$ cat src/include/uart_pkg.sv
package uart_pkg;
    // ----------------------------------------------------------------
    // register byte offsets
    // ----------------------------------------------------------------
    localparam logic [7:0]  OFS_RX_BUF    = 8'h00;
    localparam logic [7:0]  OFS_TX_HOLD   = 8'h04;
    localparam logic [7:0]  OFS_SCRATCH   = 8'h08;
    localparam logic [7:0]  OFS_LINE_CTRL = 8'h0C;
    localparam logic [7:0]  OFS_FIFO_CTRL = 8'h10;
    localparam logic [7:0]  OFS_DIVISOR   = 8'h14;
    localparam logic [7:0]  OFS_IRQ_STAT  = 8'h18;
    localparam logic [7:0]  OFS_IRQ_CLR   = 8'h1C;
    localparam logic [7:0]  OFS_IRQ_EN    = 8'h20;
    localparam logic [7:0]  OFS_LINE_STAT = 8'h24;
    // ----------------------------------------------------------------
    // field positions
    // ----------------------------------------------------------------
    localparam int LC_LEN      = 0;
    localparam int LC_STOP2    = 2;
    localparam int LC_PAR_EN   = 3;
    localparam int LC_PAR_EVEN = 4;
    localparam int LC_LOOP     = 5;
    localparam int FC_FIFO_EN  = 0;
    localparam int FC_TRIG     = 6;
    localparam int IRQ_RX      = 0;
    localparam int IRQ_TX      = 1;
    localparam int IRQ_OVR     = 2;
    localparam int IRQ_ERR     = 3;
    localparam int LS_DR       = 0;
    localparam int LS_TX_HOLDING_EMPTY     = 5;
    localparam int LS_TEMT     = 6;
    // ----------------------------------------------------------------
    // reset values and timing counts
    // ----------------------------------------------------------------
    localparam logic [7:0]  LC_RST    = 8'h03;
    localparam logic [7:0]  FC_RST    = 8'h00;
    localparam logic [15:0] DIV_RST   = 16'h0001;
    localparam logic [7:0]  SCR_RST   = 8'h00;
    localparam logic [3:0]  STAT_RST  = 4'h2;
    localparam logic [3:0]  TICK_MID  = 4'h7;
    localparam logic [3:0]  TICK_LAST = 4'hF;
    localparam logic [2:0]  LEN_BASE  = 3'h4;
    localparam logic [4:0]  TRIG_1    = 5'h01;
    localparam logic [4:0]  TRIG_4    = 5'h04;
    localparam logic [4:0]  TRIG_8    = 5'h08;
    localparam logic [4:0]  TRIG_14   = 5'h0E;
    // ----------------------------------------------------------------
    // state types
    // ----------------------------------------------------------------
    typedef enum logic [4:0] {
        RX_IDLE = 5'b00001, RX_START = 5'b00010, RX_DATA = 5'b00100,
        RX_PAR  = 5'b01000, RX_STOP  = 5'b10000
    } rx_state_t;
    typedef enum logic [4:0] {
        TX_IDLE = 5'b00001, TX_START = 5'b00010, TX_DATA = 5'b00100,
        TX_PAR  = 5'b01000, TX_STOP  = 5'b10000
    } tx_state_t;
endpackage : uart_pkg

$ cat src/rtl/baud_gen.sv
`timescale 1ns/100ps
module baud_gen #(
    parameter int DW = 16
) (
    input  wire logic          clk_i,
    input  wire logic          rst_n_i,
    input  wire logic [DW-1:0] divisor_i,
    input  wire logic          reload_i,
    output wire logic          tick_o
);
    logic [DW-1:0] cnt_q;
    logic          tick_q;

    // divisor 0 behaves as 1, so the tick never stops
    wire wrap = (cnt_q <= DW'(1));

    assign tick_o = tick_q;

    // a reload restarts the count at once, avoiding a long first count
    always_ff @(posedge clk_i or negedge rst_n_i) begin
        if (!rst_n_i) begin
            cnt_q  <= '0;
            tick_q <= 1'b0;
        end else begin
            cnt_q  <= (reload_i | wrap) ? divisor_i : cnt_q - DW'(1);
            tick_q <= wrap & ~reload_i;
        end
    end
endmodule : baud_gen

$ cat src/rtl/byte_fifo.sv
`timescale 1ns/100ps
module byte_fifo #(
    parameter int W     = 8,
    parameter int DEPTH = 16,
    parameter int AW    = $clog2(DEPTH)
) (
    input  wire logic          clk_i,
    input  wire logic          rst_n_i,
    input  wire logic          clear_i,
    input  wire logic          one_deep_i,
    input  wire logic          push_i,
    input  wire logic [W-1:0]  data_i,
    input  wire logic          pop_i,
    output wire logic [W-1:0]  data_o,
    output wire logic [AW:0]   count_o,
    output wire logic          full_o,
    output wire logic          empty_o
);
    logic [W-1:0]  mem_q [DEPTH];
    logic [AW-1:0] wr_q;
    logic [AW-1:0] rd_q;
    logic [AW:0]   cnt_q;

    // one-deep mode pins both pointers to the first entry
    wire [AW-1:0] wa     = one_deep_i ? '0 : wr_q;
    wire [AW-1:0] ra     = one_deep_i ? '0 : rd_q;
    wire          do_push = push_i & ~full_o;
    wire          do_pop  = pop_i & ~empty_o;

    assign full_o  = one_deep_i ? (cnt_q != '0) : (cnt_q == (AW+1)'(DEPTH));
    assign empty_o = (cnt_q == '0);
    assign count_o = cnt_q;
    assign data_o  = mem_q[ra];

    // storage, written only on an accepted push
    always_ff @(posedge clk_i) begin
        if (do_push) mem_q[wa] <= data_i;
    end

    // pointers and fill count
    always_ff @(posedge clk_i or negedge rst_n_i) begin
        if (!rst_n_i) begin
            wr_q  <= '0;
            rd_q  <= '0;
            cnt_q <= '0;
        end else if (clear_i) begin
            wr_q  <= '0;
            rd_q  <= '0;
            cnt_q <= '0;
        end else begin
            wr_q  <= wr_q + AW'(do_push);
            rd_q  <= rd_q + AW'(do_pop);
            cnt_q <= cnt_q + (AW+1)'(do_push) - (AW+1)'(do_pop);
        end
    end
endmodule : byte_fifo

$ cat src/rtl/uart_data_buffers.sv
// Contract
// receive buffer is sixteen byte FIFO
// receiver timed by 16x tick, line control
// serial input shifted, assembled, pushed
// char mode: received char raises interrupt
// char mode: reading buffer clears interrupt
// FIFO mode: interrupts follow FIFO control
// scratch byte freely readable and writable
// transmit holding is sixteen byte FIFO
// transmitter timed by baud tick
// line control governs transmitter framing
// load shift register only when idle
// shift register serialised onto output
// char mode: holding empty raises interrupt
// char mode: loading holding clears interrupt
// baud divider divides by 1..65535
// divisor write reloads baud counter immediately
// loopback feeds transmitter to receiver, output high
// char mode uses first FIFO entry only
//
// Chosen here: register access over APB and the register offsets.
`timescale 1ns/100ps
module uart_data_buffers
    import uart_pkg::*;
#(
    parameter int DEPTH = 16
) (
    input  wire logic        core_clk_i,
    input  wire logic        nrst_i,
    input  wire logic        psel_i,
    input  wire logic        penable_i,
    input  wire logic        pwrite_i,
    input  wire logic [7:0]  paddr_i,
    input  wire logic [31:0] pwdata_i,
    input  wire logic [3:0]  pstrb_i,
    output wire logic [31:0] prdata_o,
    output wire logic        pready_o,
    output wire logic        pslverr_o,
    input  wire logic        serial_in_i,
    output wire logic        serial_out_o,
    output wire logic        baud_tick_out_o,
    output wire logic        irq_o
);
    localparam int AW = $clog2(DEPTH);

    // ----------------------------------------------------------------
    // reset release
    // ----------------------------------------------------------------
    logic [1:0] rst_sync_q;
    wire        rst_n_q = rst_sync_q[1];

    // async assert, two-stage release
    always_ff @(posedge core_clk_i or negedge nrst_i) begin
        if (!nrst_i) rst_sync_q <= 2'b00;
        else rst_sync_q <= {rst_sync_q[0], 1'b1};
    end

    // ----------------------------------------------------------------
    // register bus decode
    // ----------------------------------------------------------------
    logic [7:0]  line_ctrl_q;
    logic [7:0]  fifo_ctrl_q;
    logic [15:0] div_q;
    logic [7:0]  scratch_q;
    logic [3:0]  stat_q;
    logic [3:0]  irq_en_q;
    logic        div_load_q;

    wire acc       = psel_i & penable_i;
    wire wr        = acc & pwrite_i;
    wire rd        = acc & ~pwrite_i;
    wire hit_rx    = (paddr_i == OFS_RX_BUF);
    wire hit_tx    = (paddr_i == OFS_TX_HOLD);
    wire hit_scr   = (paddr_i == OFS_SCRATCH);
    wire hit_lc    = (paddr_i == OFS_LINE_CTRL);
    wire hit_fc    = (paddr_i == OFS_FIFO_CTRL);
    wire hit_div   = (paddr_i == OFS_DIVISOR);
    wire hit_stat  = (paddr_i == OFS_IRQ_STAT);
    wire hit_clr   = (paddr_i == OFS_IRQ_CLR);
    wire hit_en    = (paddr_i == OFS_IRQ_EN);
    wire hit_ls    = (paddr_i == OFS_LINE_STAT);
    wire mapped    = hit_rx | hit_tx | hit_scr | hit_lc | hit_fc | hit_div
                   | hit_stat | hit_clr | hit_en | hit_ls;
    wire div_wr    = wr & hit_div & (pstrb_i[0] | pstrb_i[1]);
    wire fc_change = wr & hit_fc & (pwdata_i[FC_FIFO_EN] != fifo_ctrl_q[FC_FIFO_EN]);
    wire rx_read   = rd & hit_rx;
    wire tx_write  = wr & hit_tx;
    wire irq_clr_w = wr & hit_clr;

    // mode and framing fields
    wire       fifo_mode = fifo_ctrl_q[FC_FIFO_EN];
    wire       loop      = line_ctrl_q[LC_LOOP];
    wire [1:0] lc_len    = line_ctrl_q[LC_LEN +: 2];
    wire       par_en    = line_ctrl_q[LC_PAR_EN];
    wire       par_even  = line_ctrl_q[LC_PAR_EVEN];
    wire       stop2     = line_ctrl_q[LC_STOP2];
    wire [2:0] last_idx  = LEN_BASE + {1'b0, lc_len};
    wire [1:0] trig_sel  = fifo_ctrl_q[FC_TRIG +: 2];
    wire [4:0] trig_lvl  = (trig_sel == 2'd0) ? TRIG_1 :
                           (trig_sel == 2'd1) ? TRIG_4 :
                           (trig_sel == 2'd2) ? TRIG_8 : TRIG_14;

    assign pready_o  = 1'b1;
    assign pslverr_o = acc & ~mapped;

    // software-written registers; none of them has a read side effect
    always_ff @(posedge core_clk_i or negedge rst_n_q) begin
        if (!rst_n_q) begin
            line_ctrl_q <= LC_RST;
            fifo_ctrl_q <= FC_RST;
            scratch_q   <= SCR_RST;
            irq_en_q    <= '0;
        end else begin
            if (wr & hit_lc)  line_ctrl_q <= pwdata_i[7:0];
            if (wr & hit_fc)  fifo_ctrl_q <= pwdata_i[7:0];
            if (wr & hit_scr) scratch_q   <= pwdata_i[7:0];
            if (wr & hit_en)  irq_en_q    <= pwdata_i[3:0];
        end
    end

    // divisor bytes by lane; the counter reload follows one cycle later
    always_ff @(posedge core_clk_i or negedge rst_n_q) begin
        if (!rst_n_q) begin
            div_q      <= DIV_RST;
            div_load_q <= 1'b0;
        end else begin
            if (wr & hit_div & pstrb_i[0]) div_q[7:0]  <= pwdata_i[7:0];
            if (wr & hit_div & pstrb_i[1]) div_q[15:8] <= pwdata_i[15:8];
            div_load_q <= div_wr;
        end
    end

    // ----------------------------------------------------------------
    // baud tick and buffers
    // ----------------------------------------------------------------
    wire          baud_tick;
    wire [7:0]    rx_head;
    wire [7:0]    tx_head;
    wire [AW:0]   rx_count;
    wire [AW:0]   tx_count;
    wire          rx_full;
    wire          rx_empty;
    wire          tx_full;
    wire          tx_empty;
    logic [7:0]   rx_char;
    logic         rx_push;
    logic         tx_pop;

    assign baud_tick_out_o = baud_tick;

    baud_gen #(.DW(16)) u_baud (
        .clk_i     (core_clk_i),
        .rst_n_i   (rst_n_q),
        .divisor_i (div_q),
        .reload_i  (div_load_q),
        .tick_o    (baud_tick)
    );

    // one-deep in character mode; a mode change flushes both stores
    byte_fifo #(.W(8), .DEPTH(DEPTH)) u_rx_fifo (
        .clk_i      (core_clk_i),
        .rst_n_i    (rst_n_q),
        .clear_i    (fc_change),
        .one_deep_i (~fifo_mode),
        .push_i     (rx_push),
        .data_i     (rx_char),
        .pop_i      (rx_read),
        .data_o     (rx_head),
        .count_o    (rx_count),
        .full_o     (rx_full),
        .empty_o    (rx_empty)
    );

    byte_fifo #(.W(8), .DEPTH(DEPTH)) u_tx_fifo (
        .clk_i      (core_clk_i),
        .rst_n_i    (rst_n_q),
        .clear_i    (fc_change),
        .one_deep_i (~fifo_mode),
        .push_i     (tx_write),
        .data_i     (pwdata_i[7:0]),
        .pop_i      (tx_pop),
        .data_o     (tx_head),
        .count_o    (tx_count),
        .full_o     (tx_full),
        .empty_o    ()
    );

    // ----------------------------------------------------------------
    // transmitter
    // ----------------------------------------------------------------
    tx_state_t tx_state_q;
    logic [3:0] tx_tick_q;
    logic [2:0] tx_idx_q;
    logic [7:0] tx_sr_q;
    logic       tx_par_q;
    logic       tx_stop2_q;
    logic       tx_line_q;
    logic       serial_out_q;
    logic       tx_line_d;

    wire tx_bit_end = baud_tick & (tx_tick_q == TICK_LAST);
    assign tx_pop   = baud_tick & (tx_state_q == TX_IDLE) & ~tx_empty;
    assign tx_empty = (tx_count == '0);

    // line level per state; odd parity inverts the running xor
    always_comb begin
        case (tx_state_q)
            TX_START: tx_line_d = 1'b0;
            TX_DATA:  tx_line_d = tx_sr_q[0];
            TX_PAR:   tx_line_d = tx_par_q ^ ~par_even;
            default:  tx_line_d = 1'b1;
        endcase
    end

    // framing sequencer, advanced only on baud ticks
    always_ff @(posedge core_clk_i or negedge rst_n_q) begin
        if (!rst_n_q) begin
            tx_state_q <= TX_IDLE;
            tx_tick_q  <= '0;
            tx_idx_q   <= '0;
            tx_sr_q    <= '0;
            tx_par_q   <= 1'b0;
            tx_stop2_q <= 1'b0;
        end else if (baud_tick) begin
            tx_tick_q <= tx_tick_q + 4'd1;
            case (tx_state_q)
                TX_IDLE: begin
                    tx_tick_q <= '0;
                    if (tx_pop) begin
                        tx_sr_q    <= tx_head;
                        tx_par_q   <= 1'b0;
                        tx_idx_q   <= '0;
                        tx_stop2_q <= 1'b0;
                        tx_state_q <= TX_START;
                    end
                end
                TX_START: if (tx_bit_end) tx_state_q <= TX_DATA;
                TX_DATA: if (tx_bit_end) begin
                    tx_sr_q  <= {1'b0, tx_sr_q[7:1]};
                    tx_par_q <= tx_par_q ^ tx_sr_q[0];
                    tx_idx_q <= tx_idx_q + 3'd1;
                    if (tx_idx_q == last_idx)
                        tx_state_q <= par_en ? TX_PAR : TX_STOP;
                end
                TX_PAR: if (tx_bit_end) tx_state_q <= TX_STOP;
                TX_STOP: if (tx_bit_end) begin
                    if (stop2 & ~tx_stop2_q) tx_stop2_q <= 1'b1;
                    else tx_state_q <= TX_IDLE;
                end
                default: tx_state_q <= TX_IDLE;
            endcase
        end
    end

    // registered line; loopback parks the pin at mark
    always_ff @(posedge core_clk_i or negedge rst_n_q) begin
        if (!rst_n_q) begin
            tx_line_q    <= 1'b1;
            serial_out_q <= 1'b1;
        end else begin
            tx_line_q    <= tx_line_d;
            serial_out_q <= loop | tx_line_d;
        end
    end

    assign serial_out_o = serial_out_q;

    // ----------------------------------------------------------------
    // receiver
    // ----------------------------------------------------------------
    rx_state_t rx_state_q;
    logic [3:0] rx_tick_q;
    logic [2:0] rx_idx_q;
    logic [7:0] rx_sr_q;
    logic       rx_par_q;
    logic       rx_perr_q;

    wire rx_line    = loop ? tx_line_q : serial_in_i;
    wire rx_tick    = baud_tick;
    wire rx_bit_end = rx_tick & (rx_tick_q == TICK_LAST);
    wire rx_ferr    = ~rx_line;
    wire rx_err     = rx_ferr | rx_perr_q;
    wire rx_push_ok = rx_push & ~rx_full;

    // short characters arrive at the top; right-justify on push
    assign rx_char = rx_sr_q >> (2'd3 - lc_len);
    assign rx_push = (rx_state_q == RX_STOP) & rx_bit_end;

    // start bit is rechecked mid-bit, later bits sampled mid-cell
    always_ff @(posedge core_clk_i or negedge rst_n_q) begin
        if (!rst_n_q) begin
            rx_state_q <= RX_IDLE;
            rx_tick_q  <= '0;
            rx_idx_q   <= '0;
            rx_sr_q    <= '0;
            rx_par_q   <= 1'b0;
            rx_perr_q  <= 1'b0;
        end else if (rx_tick) begin
            rx_tick_q <= rx_tick_q + 4'd1;
            case (rx_state_q)
                RX_IDLE: begin
                    rx_tick_q <= '0;
                    if (!rx_line) rx_state_q <= RX_START;
                end
                RX_START: if (rx_tick_q == TICK_MID) begin
                    rx_tick_q  <= '0;
                    rx_idx_q   <= '0;
                    rx_par_q   <= 1'b0;
                    rx_perr_q  <= 1'b0;
                    rx_state_q <= rx_line ? RX_IDLE : RX_DATA; // false start
                end
                RX_DATA: if (rx_bit_end) begin
                    rx_sr_q  <= {rx_line, rx_sr_q[7:1]};
                    rx_par_q <= rx_par_q ^ rx_line;
                    rx_idx_q <= rx_idx_q + 3'd1;
                    if (rx_idx_q == last_idx)
                        rx_state_q <= par_en ? RX_PAR : RX_STOP;
                end
                RX_PAR: if (rx_bit_end) begin
                    rx_perr_q  <= rx_par_q ^ rx_line ^ ~par_even;
                    rx_state_q <= RX_STOP;
                end
                RX_STOP: if (rx_bit_end) rx_state_q <= RX_IDLE;
                default: rx_state_q <= RX_IDLE;
            endcase
        end
    end

    // ----------------------------------------------------------------
    // interrupt status
    // ----------------------------------------------------------------
    wire [4:0] rx_next = rx_count + 5'd1;
    // fifo mode fires at the trigger level, character mode per char
    wire rx_set = rx_push_ok & (fifo_mode ? (rx_next >= trig_lvl) : 1'b1);
    wire tx_set = tx_pop & (tx_count == 5'd1);
    wire [3:0] ev_set = {rx_push & rx_err, rx_push & rx_full, tx_set, rx_set};
    wire [3:0] ev_clr = (irq_clr_w ? pwdata_i[3:0] : 4'h0)
                      | {2'b00, ~fifo_mode & tx_write, ~fifo_mode & rx_read};

    // set beats clear in the same cycle
    always_ff @(posedge core_clk_i or negedge rst_n_q) begin
        if (!rst_n_q) stat_q <= STAT_RST;
        else stat_q <= (stat_q & ~ev_clr) | ev_set;
    end

    assign irq_o = |(stat_q & irq_en_q);

    // ----------------------------------------------------------------
    // read mux
    // ----------------------------------------------------------------
    wire [7:0] line_stat = {1'b0, tx_empty & (tx_state_q == TX_IDLE), tx_empty,
                            2'b00, stat_q[IRQ_ERR], stat_q[IRQ_OVR], ~rx_empty};

    assign prdata_o = {32{rd}} & (
          ({32{hit_rx}}   & {24'h0, rx_empty ? 8'h00 : rx_head})
        | ({32{hit_scr}}  & {24'h0, scratch_q})
        | ({32{hit_lc}}   & {24'h0, line_ctrl_q})
        | ({32{hit_fc}}   & {24'h0, fifo_ctrl_q})
        | ({32{hit_div}}  & {16'h0, div_q})
        | ({32{hit_stat}} & {28'h0, stat_q})
        | ({32{hit_en}}   & {28'h0, irq_en_q})
        | ({32{hit_ls}}   & {24'h0, line_stat}));
endmodule : uart_data_buffers
$ cat config.mk
export PLATFORM = sky130hd
export DESIGN_NAME = uart_data_buffers
export DESIGN_NICKNAME = d
export VERILOG_FILES = /design/src/include/uart_pkg.sv /design/src/rtl/baud_gen.sv /design/src/rtl/byte_fifo.sv /design/src/rtl/uart_data_buffers.sv
export SDC_FILE = /design/constraint.sdc
export NUM_CORES = 1
export LEC_CHECK = 0
export BUFFER_PORTS_ARGS = -buffer_cell sky130_fd_sc_hd__buf_2
export CELL_PAD_IN_SITES_DETAIL_PLACEMENT = 1
export CELL_PAD_IN_SITES_GLOBAL_PLACEMENT = 1
export CORE_MARGIN = 2
export CORE_UTILIZATION = 55
export DETAILED_ROUTE_END_ITERATION = 10
export PLACE_DENSITY = 0.83
export REMOVE_ABC_BUFFERS = 1
export SETUP_SLACK_MARGIN = 0.02
export SLEW_MARGIN = 0
export SYNTH_ARGS = -nofsm -noshare
export SYNTH_HDL_FRONTEND = slang
export SYNTH_HIERARCHICAL = 1
export SYNTH_SLANG_ARGS = --single-unit
$ cat constraint.sdc
create_clock -name core_clk_i -period 6.9 [get_ports core_clk_i]
set_input_delay 1.035 -clock core_clk_i [delete_from_list [all_inputs] [get_ports core_clk_i]]
set_output_delay 1.035 -clock core_clk_i [all_outputs]
set_load 0.02 [all_outputs]
After elaboration in Yosys (flattened, before gate mapping)

Memories as Yosys holds them, arrays and structs flattened.
Cells that the tools add are included.

Register bits after elaboration: 140
RAM bits: 256
Bits of input ports: 50
Output and inout bits: 37
Logic and storage cells: 262
Memories: 2

Add/subtract/negate cells: 16
$lt $le $gt $ge: 2
Eq/ne operators: 44
Shifts and indexed selects: 1
Multiplexer cells: 65
Bitwise logic cells: 83
Reduce and logical (&&, ||, !) cells: 18

Memories:

| name            | words | bits a word | rd ports | clocked after memory_dff | wr ports | RTL line        | text |
|---|---|---|---|---|---|---|---|
| u_rx_fifo.mem_q | 16    | 8           | 1        | 0                        | 1        | byte_fifo.sv:19 | `logic [W-1:0] mem_q [DEPTH];` |
| u_tx_fifo.mem_q | 16    | 8           | 1        | 0                        | 1        | byte_fifo.sv:19 |  |

Operators by type and width:

| kind                                                             | number |
|---|---|
| bitwise OR 32 bit                                                | 7 |
| AND 32 x 8 -> 32 bit                                             | 4 |
| two-way mux 5 bit                                                | 16 |
| AND 32 x 4 -> 32 bit                                             | 2 |
| two-way mux 4 bit                                                | 13 |
| one-hot mux 5 bit (5 select lines)                               | 2 |
| AND 1 bit                                                        | 34 |
| AND 32 x 16 -> 32 bit                                            | 1 |
| AND 32 bit                                                       | 1 |
| AND 32 x 7 -> 32 bit                                             | 1 |
| equality test 8 x 5 -> 1 bit (second input constant)             | 4 |
| inequality test 2 bit (second input constant)                    | 14 |
| two-way mux 8 bit                                                | 3 |
| equality test 5 bit (second input constant)                      | 4 |
| two-way mux 3 bit                                                | 6 |
| adder 4 x 1 -> 4 bit                                             | 4 |
| equality test 8 x 4 -> 1 bit (second input constant)             | 2 |
| equality test 8 x 6 -> 1 bit (second input constant)             | 2 |
| less-or-equal comparator 16 x 1 -> 1 bit (second input constant) | 1 |
| two-way mux 16 bit                                               | 1 |
| one-hot mux 8 bit (2 select lines)                               | 1 |
| subtractor 16 x 1 -> 16 bit (second input constant)              | 1 |
| equality test 5 x 1 -> 1 bit (second input constant)             | 3 |
| two-way mux 1 bit                                                | 15 |
| 41 further kinds                                                 | 87 |

Longest topological paths before layout

Depth after elaboration: 12
Depth in mapped cells: 16
Mapped depth without buffers: 14

Modules after synthesis

The synthesis kept the hierarchy.

By module, submodules not included:

| module                | times used | cells each | area an instance (sq um) | seq. area each (sq um) |
|---|---|---|---|---|
| byte_fifo (u_rx_fifo) | 1          | 396        | 5964.5                   | 4169.0 |
| byte_fifo (u_tx_fifo) | 1          | 396        | 5963.2                   | 4169.0 |
| uart_data_buffers     | 1          | 547        | 5626.6                   | 2437.3 |
| baud_gen              | 1          | 94         | 910.9                    | 425.4 |

Least setup slack after synthesis

No wires, ideal clock.

Path type: input to output
Start: input port paddr_i[1]
End: output port prdata_o[5]
Arrival: 2842 ps
Data required time: 5865 ps
Setup slack: 3023 ps
Cell stages on the path: 6
Buffers on the path: 1
Cells stage by stage: or4_1 > buf_2 > or3_2 > nor4_4 > nand2_1 > a31oi_1

Word-level cells in the longest chain between the ends: 10
Elaborated cells between the ends (all ways): 24
Classes of those cells: eq/ne: 7; bitwise: 16; reduce/logical: 1

Ends and longest elaborated chain:

| element                                                                  | RTL line                                           | text |
|---|---|---|
| start, declared                                                          | uart_data_buffers.sv:33                            | `input wire logic [7:0] paddr_i,` |
| equality test 8 x 4 -> 1 bit / logical NOT 8 bit (equally long branches) | uart_data_buffers.sv:74, uart_data_buffers.sv:72   |  |
| AND 32 x 8 -> 32 bit (on tied branches)                                  | uart_data_buffers.sv:356, uart_data_buffers.sv:355 |  |
| bitwise OR 32 bit                                                        | uart_data_buffers.sv:356                           | `\| ({32{hit_scr}} & {24'h0, scratch_q})` |
| bitwise OR 32 bit                                                        | uart_data_buffers.sv:357                           | `\| ({32{hit_lc}} & {24'h0, line_ctrl_q})` |
| bitwise OR 32 bit                                                        | uart_data_buffers.sv:358                           | `\| ({32{hit_fc}} & {24'h0, fifo_ctrl_q})` |
| bitwise OR 32 bit                                                        | uart_data_buffers.sv:359                           | `\| ({32{hit_div}} & {16'h0, div_q})` |
| bitwise OR 32 bit                                                        | uart_data_buffers.sv:360                           | `\| ({32{hit_stat}} & {28'h0, stat_q})` |
| bitwise OR 32 bit                                                        | uart_data_buffers.sv:361                           | `\| ({32{hit_en}} & {28'h0, irq_en_q})` |
| bitwise OR 32 bit *                                                      | uart_data_buffers.sv:362                           | `\| ({32{hit_ls}} & {24'h0, line_stat}));` |
| AND 32 bit *                                                             | uart_data_buffers.sv:354                           | `assign prdata_o = {32{rd}} & (` |
| end, declared                                                            | uart_data_buffers.sv:36                            | `output wire logic [31:0] prdata_o,` |

Every way passes the cells marked *; elsewhere a longest branch is shown, timed or not.

Worst setup path in the final report

Start: register fifo_ctrl_q[0]
End: output port prdata_o[0]

Word-level cells in the longest chain between the ends: 12
Elaborated cells between the ends (all ways): 13
Classes of those cells: mux: 2; bitwise: 10; memory: 1

Ends and longest elaborated chain:

| element                | RTL line                 | text |
|---|---|---|
| start, declared        | uart_data_buffers.sv:62  | `logic [7:0] fifo_ctrl_q;` |
| start signal, assigned | uart_data_buffers.sv:115 | `if (wr & hit_fc) fifo_ctrl_q <= pwdata_i[7:0];` |
| two-way mux 4 bit      | byte_fifo.sv:26          | `wire [AW-1:0] ra = one_deep_i ? '0 : rd_q;` |
| memory (16 x 8 bit)    | --                       |  |
| named net rx_head[0]   | uart_data_buffers.sv:137 | `wire [7:0] rx_head;` |
| two-way mux 8 bit      | uart_data_buffers.sv:355 | `({32{hit_rx}} & {24'h0, rx_empty ? 8'h00 : rx_head})` |
| AND 32 x 8 -> 32 bit   | uart_data_buffers.sv:355 |  |
| bitwise OR 32 bit      | uart_data_buffers.sv:356 |  |
| bitwise OR 32 bit      | uart_data_buffers.sv:357 |  |
| bitwise OR 32 bit      | uart_data_buffers.sv:358 |  |
| bitwise OR 32 bit      | uart_data_buffers.sv:359 |  |
| bitwise OR 32 bit      | uart_data_buffers.sv:360 |  |
| bitwise OR 32 bit      | uart_data_buffers.sv:361 |  |
| bitwise OR 32 bit      | uart_data_buffers.sv:362 |  |
| AND 32 bit             | uart_data_buffers.sv:354 |  |

The timed path passes the listed nets, and every way through them passes these cells.

==> reports/metrics.cfg <==
[clock_tree]
cts_tree=done
cts_resized=0
ctsHoldBuffers=0
cts_buffer_depth=3
post_cts_buffers=0
cts-buffers-inserted=43
htree_levels=2
clk_latency_ns=0.57
cts.clk_slew.worst_paths_ns=0.06
cts_num_sinks=396
cts-root-buf=clkbuf_16

[floorplanning]
die_h_um=187
core_mm2=0.0333
initial_core_util_pct=55.5
row_count=67
die_x_um=187
die_area_mm2=0.0351
io_pins=87

[sta]
skew_ns=0.0224
setup_violations=0
period_share_pct=73.0
worstMarginPinSlew_ns=1.35
maxSlewHeadroom_pct=9.80
period_needed_ns=5.03
fmax_mhz=199
fin_tns_setup_ns=0
rsz0062_at_grt=false
timing.final.max_slew_violations=0
finalHoldViolCount=0

[placed_design]
place_area_mm2=0.0190
dp.cells=1876
numPortBuffers=51
hpwl_um=31600
place_congestion=0.834

[worst_setup_path]
path_class=register to output pin
worst_path_max_delay_cell=clkinv_1
worstPathRequired_ns=5.86
critical_path.max_stage_delay_ns=0.67
end_kind=output pin
startpoint_type=register
path_cells=clkinv_1 > nand2b_1 > nor2_1 > a21oi_1 > a211oi_1 > a22oi_1 > o21ai_0 > buf_2
worstPathArrival_ns=4.00
worstPathMaxFanout=28

[power]
peakVddDrop_mv=0.249
p_leak_uw=0.00732
power.density_mw_per_mm2=257

[final_layout]
fillCellCount=3218
final_cells=1954
area_growth_pct=10.8
drive_gt1_share_pct=16.8
final-seq-area_mm2=0.0112
antenna_cells=0
num-nets-final=1556
multiInputGateArea_mm2=0.00669
final_area_mm2=0.0205

[route]
drc=0
vias=12200
finalWirelength_um=48100
first_pass_iters=5
avgRoutedWirePerCell_um=24.6
via_per_inst=6.26
initialDrtViolationCount=875
ant_nets=0

[grt]
gr-total-overflow=0
grt_pass1_vias=13200
grt_pass1_wl_um=75500
track_usage_pct=27.7
antenna_found_initial=0
grt_max_degree=66

[synth]
ys_seq_elements=396
async_reset_ff_share_pct=35.4
syn_inst=1433
syn_area_mm2=0.0185
synth.distinct_cells=86
synth_edf_count=256
synth_top_flop_cell=edfxtp_1
synth.yosys.warnings=6
ys_seq_area_share_pct=60.7
syn_avg_cell_area_um2=12.9

[flow_run]
cap_violations=0

[run_status]
outcome=complete, no violations

[worst_hold_path]
hold_class=input pin to asynchronous set/reset pin

cells in the final DEF (no fill, tap or decap), drive strengths merged, types with 16 or more instances in the layout:
cell / instances
nor2: 113
o211ai: 33
mux2: 58
ha: 31
nor2b: 31
nor3: 22
nor4: 16
inv: 34
clkbuf: 60
a21oi: 64
o22ai: 39
a211oi: 17
conb: 18
nand3: 61
nand2: 49
mux2i: 105
o21ai: 26
xnor2: 21
buf: 73
edfxtp: 256
dfrtp: 132
nand2b: 25
path summary, 6_finish.rpt:
kind | end | slack, ns | start | depth (start not counted)
min | rst_sync_q[0] | 0.26 | nrst_i | 1
min in group core_clk_i | rst_sync_q[1] | 0.36 | rst_sync_q[0] | 0
max reg2reg | u_tx_fifo/count_o[4] | 2.73 | tx_state_q[2] | 14
max | prdata_o[0] | 1.87 | fifo_ctrl_q[0] | 8
max in group asynchronous | tx_tick_q[2] | 4.84 | rst_sync_q[1] | 2
min reg2reg | stat_q[0] | 0.27 | rst_sync_q[1] | 0
stage by stage:
step / setup slack [ns] / util [%] / power [uW] / hold slack, ns
finish: 1.87 / 61.5 / 5250 / 0.259
global route: 1.58 / 61.5 / 5410 / 0.244
global placement: 2.56 / 57.2 / 2950 / 0.299
detailed placement: 2.37 / 57.2 / 2970 / 0.297
floorplan: 2.70 / - / 2860 / 0.331
CTS: 1.93 / 61.5 / 5290 / 0.242
metal layers:
metal / part of all wire [%] / track usage, %
met1: 40 / 34.5
met2: 52 / 49.3
met3: 4.5 / 3.94
met4: 3.4 / 10.6
met5: 0 / 0
registers in the layout (all words and copies together) (netlist names), 5 cells and up:
register,flops
u_rx_fifo/mem_q,128
u_tx_fifo/mem_q,128
div_q,16
u_baud/cnt_q,16
fifo_ctrl_q,8
line_ctrl_q,8
rx_sr_q,8
scratch_q,8
tx_sr_q,8
rx_state_q,5
tx_state_q,5
u_rx_fifo/count_o,5
u_tx_fifo/count_o,5
critical path, delay by kind of cell (launching register included):
family                 cells  cell delay, ns
AO/OA/AOI/OAI              4            0.89
AND/OR/NAND/NOR            2            1.27
buffers and inverters      2            0.92
flip-flops                 1            0.36
kinds of logic (layout without fill, tap and decap cells):
group	Yosys count	after routing	share of synthesized area, %
other	2	18	0.0407
adders and majority gates	33	33	2.32
muxes	163	163	9.23
DFF	396	396	60.7
AOI/OAI and AO/OA	284	284	10.6
and+or+nand+nor	390	390	12.0
xor gates and xnor gates	36	36	1.71
buffers and inverters	129	186	3.49
final cells by class:
class,instances,area share [%]
clock buffers,60,5.77
well taps,448,2.74
repair buffers,73,2.06
clock inverters,18,1.22
inverters,35,0.716
flip-flops and latches,396,54.8
multi-input cells,924,32.7
synthesized netlist by cell type, drive strengths merged (9+ instances only):
| master | count | share of area (%) |
|---|---|---|
| edfxtp | 256 | 42 |
| dfrtp | 132 | 18 |
| nor2 | 113 | 2.3 |
| mux2i | 105 | 5.7 |
| a21oi | 64 | 1.8 |
| nand3 | 61 | 2.0 |
| buf | 58 | 2.0 |
| mux2 | 58 | 3.5 |
| nand2 | 49 | 1.0 |
| o22ai | 39 | 1.3 |
| clkbuf | 36 | 0.74 |
| inv | 34 | 0.77 |
| o211ai | 33 | 1.3 |
| ha | 31 | 2.1 |
| nor2b | 31 | 1.1 |
| o21ai | 26 | 0.70 |
| nand2b | 25 | 0.85 |
| nor3 | 22 | 0.77 |
| xnor2 | 21 | 1.0 |
| a211oi | 17 | 0.69 |
| nor4 | 16 | 0.66 |
| a22oi | 15 | 0.61 |
| o221ai | 15 | 0.71 |
| xor2 | 15 | 0.71 |
| o22a | 14 | 0.66 |
| nand3b | 11 | 0.72 |
| and2 | 10 | 0.34 |
| or3 | 10 | 0.37 |
| a21o | 9 | 0.37 |
| or3b | 9 | 0.43 |
power by group:
group | internal [uW] | switching, uW
clock network | 1360 | 958
logic | 119 | 189
registers | 2570 | 58.6
Power figures use the tool's default switching activity.
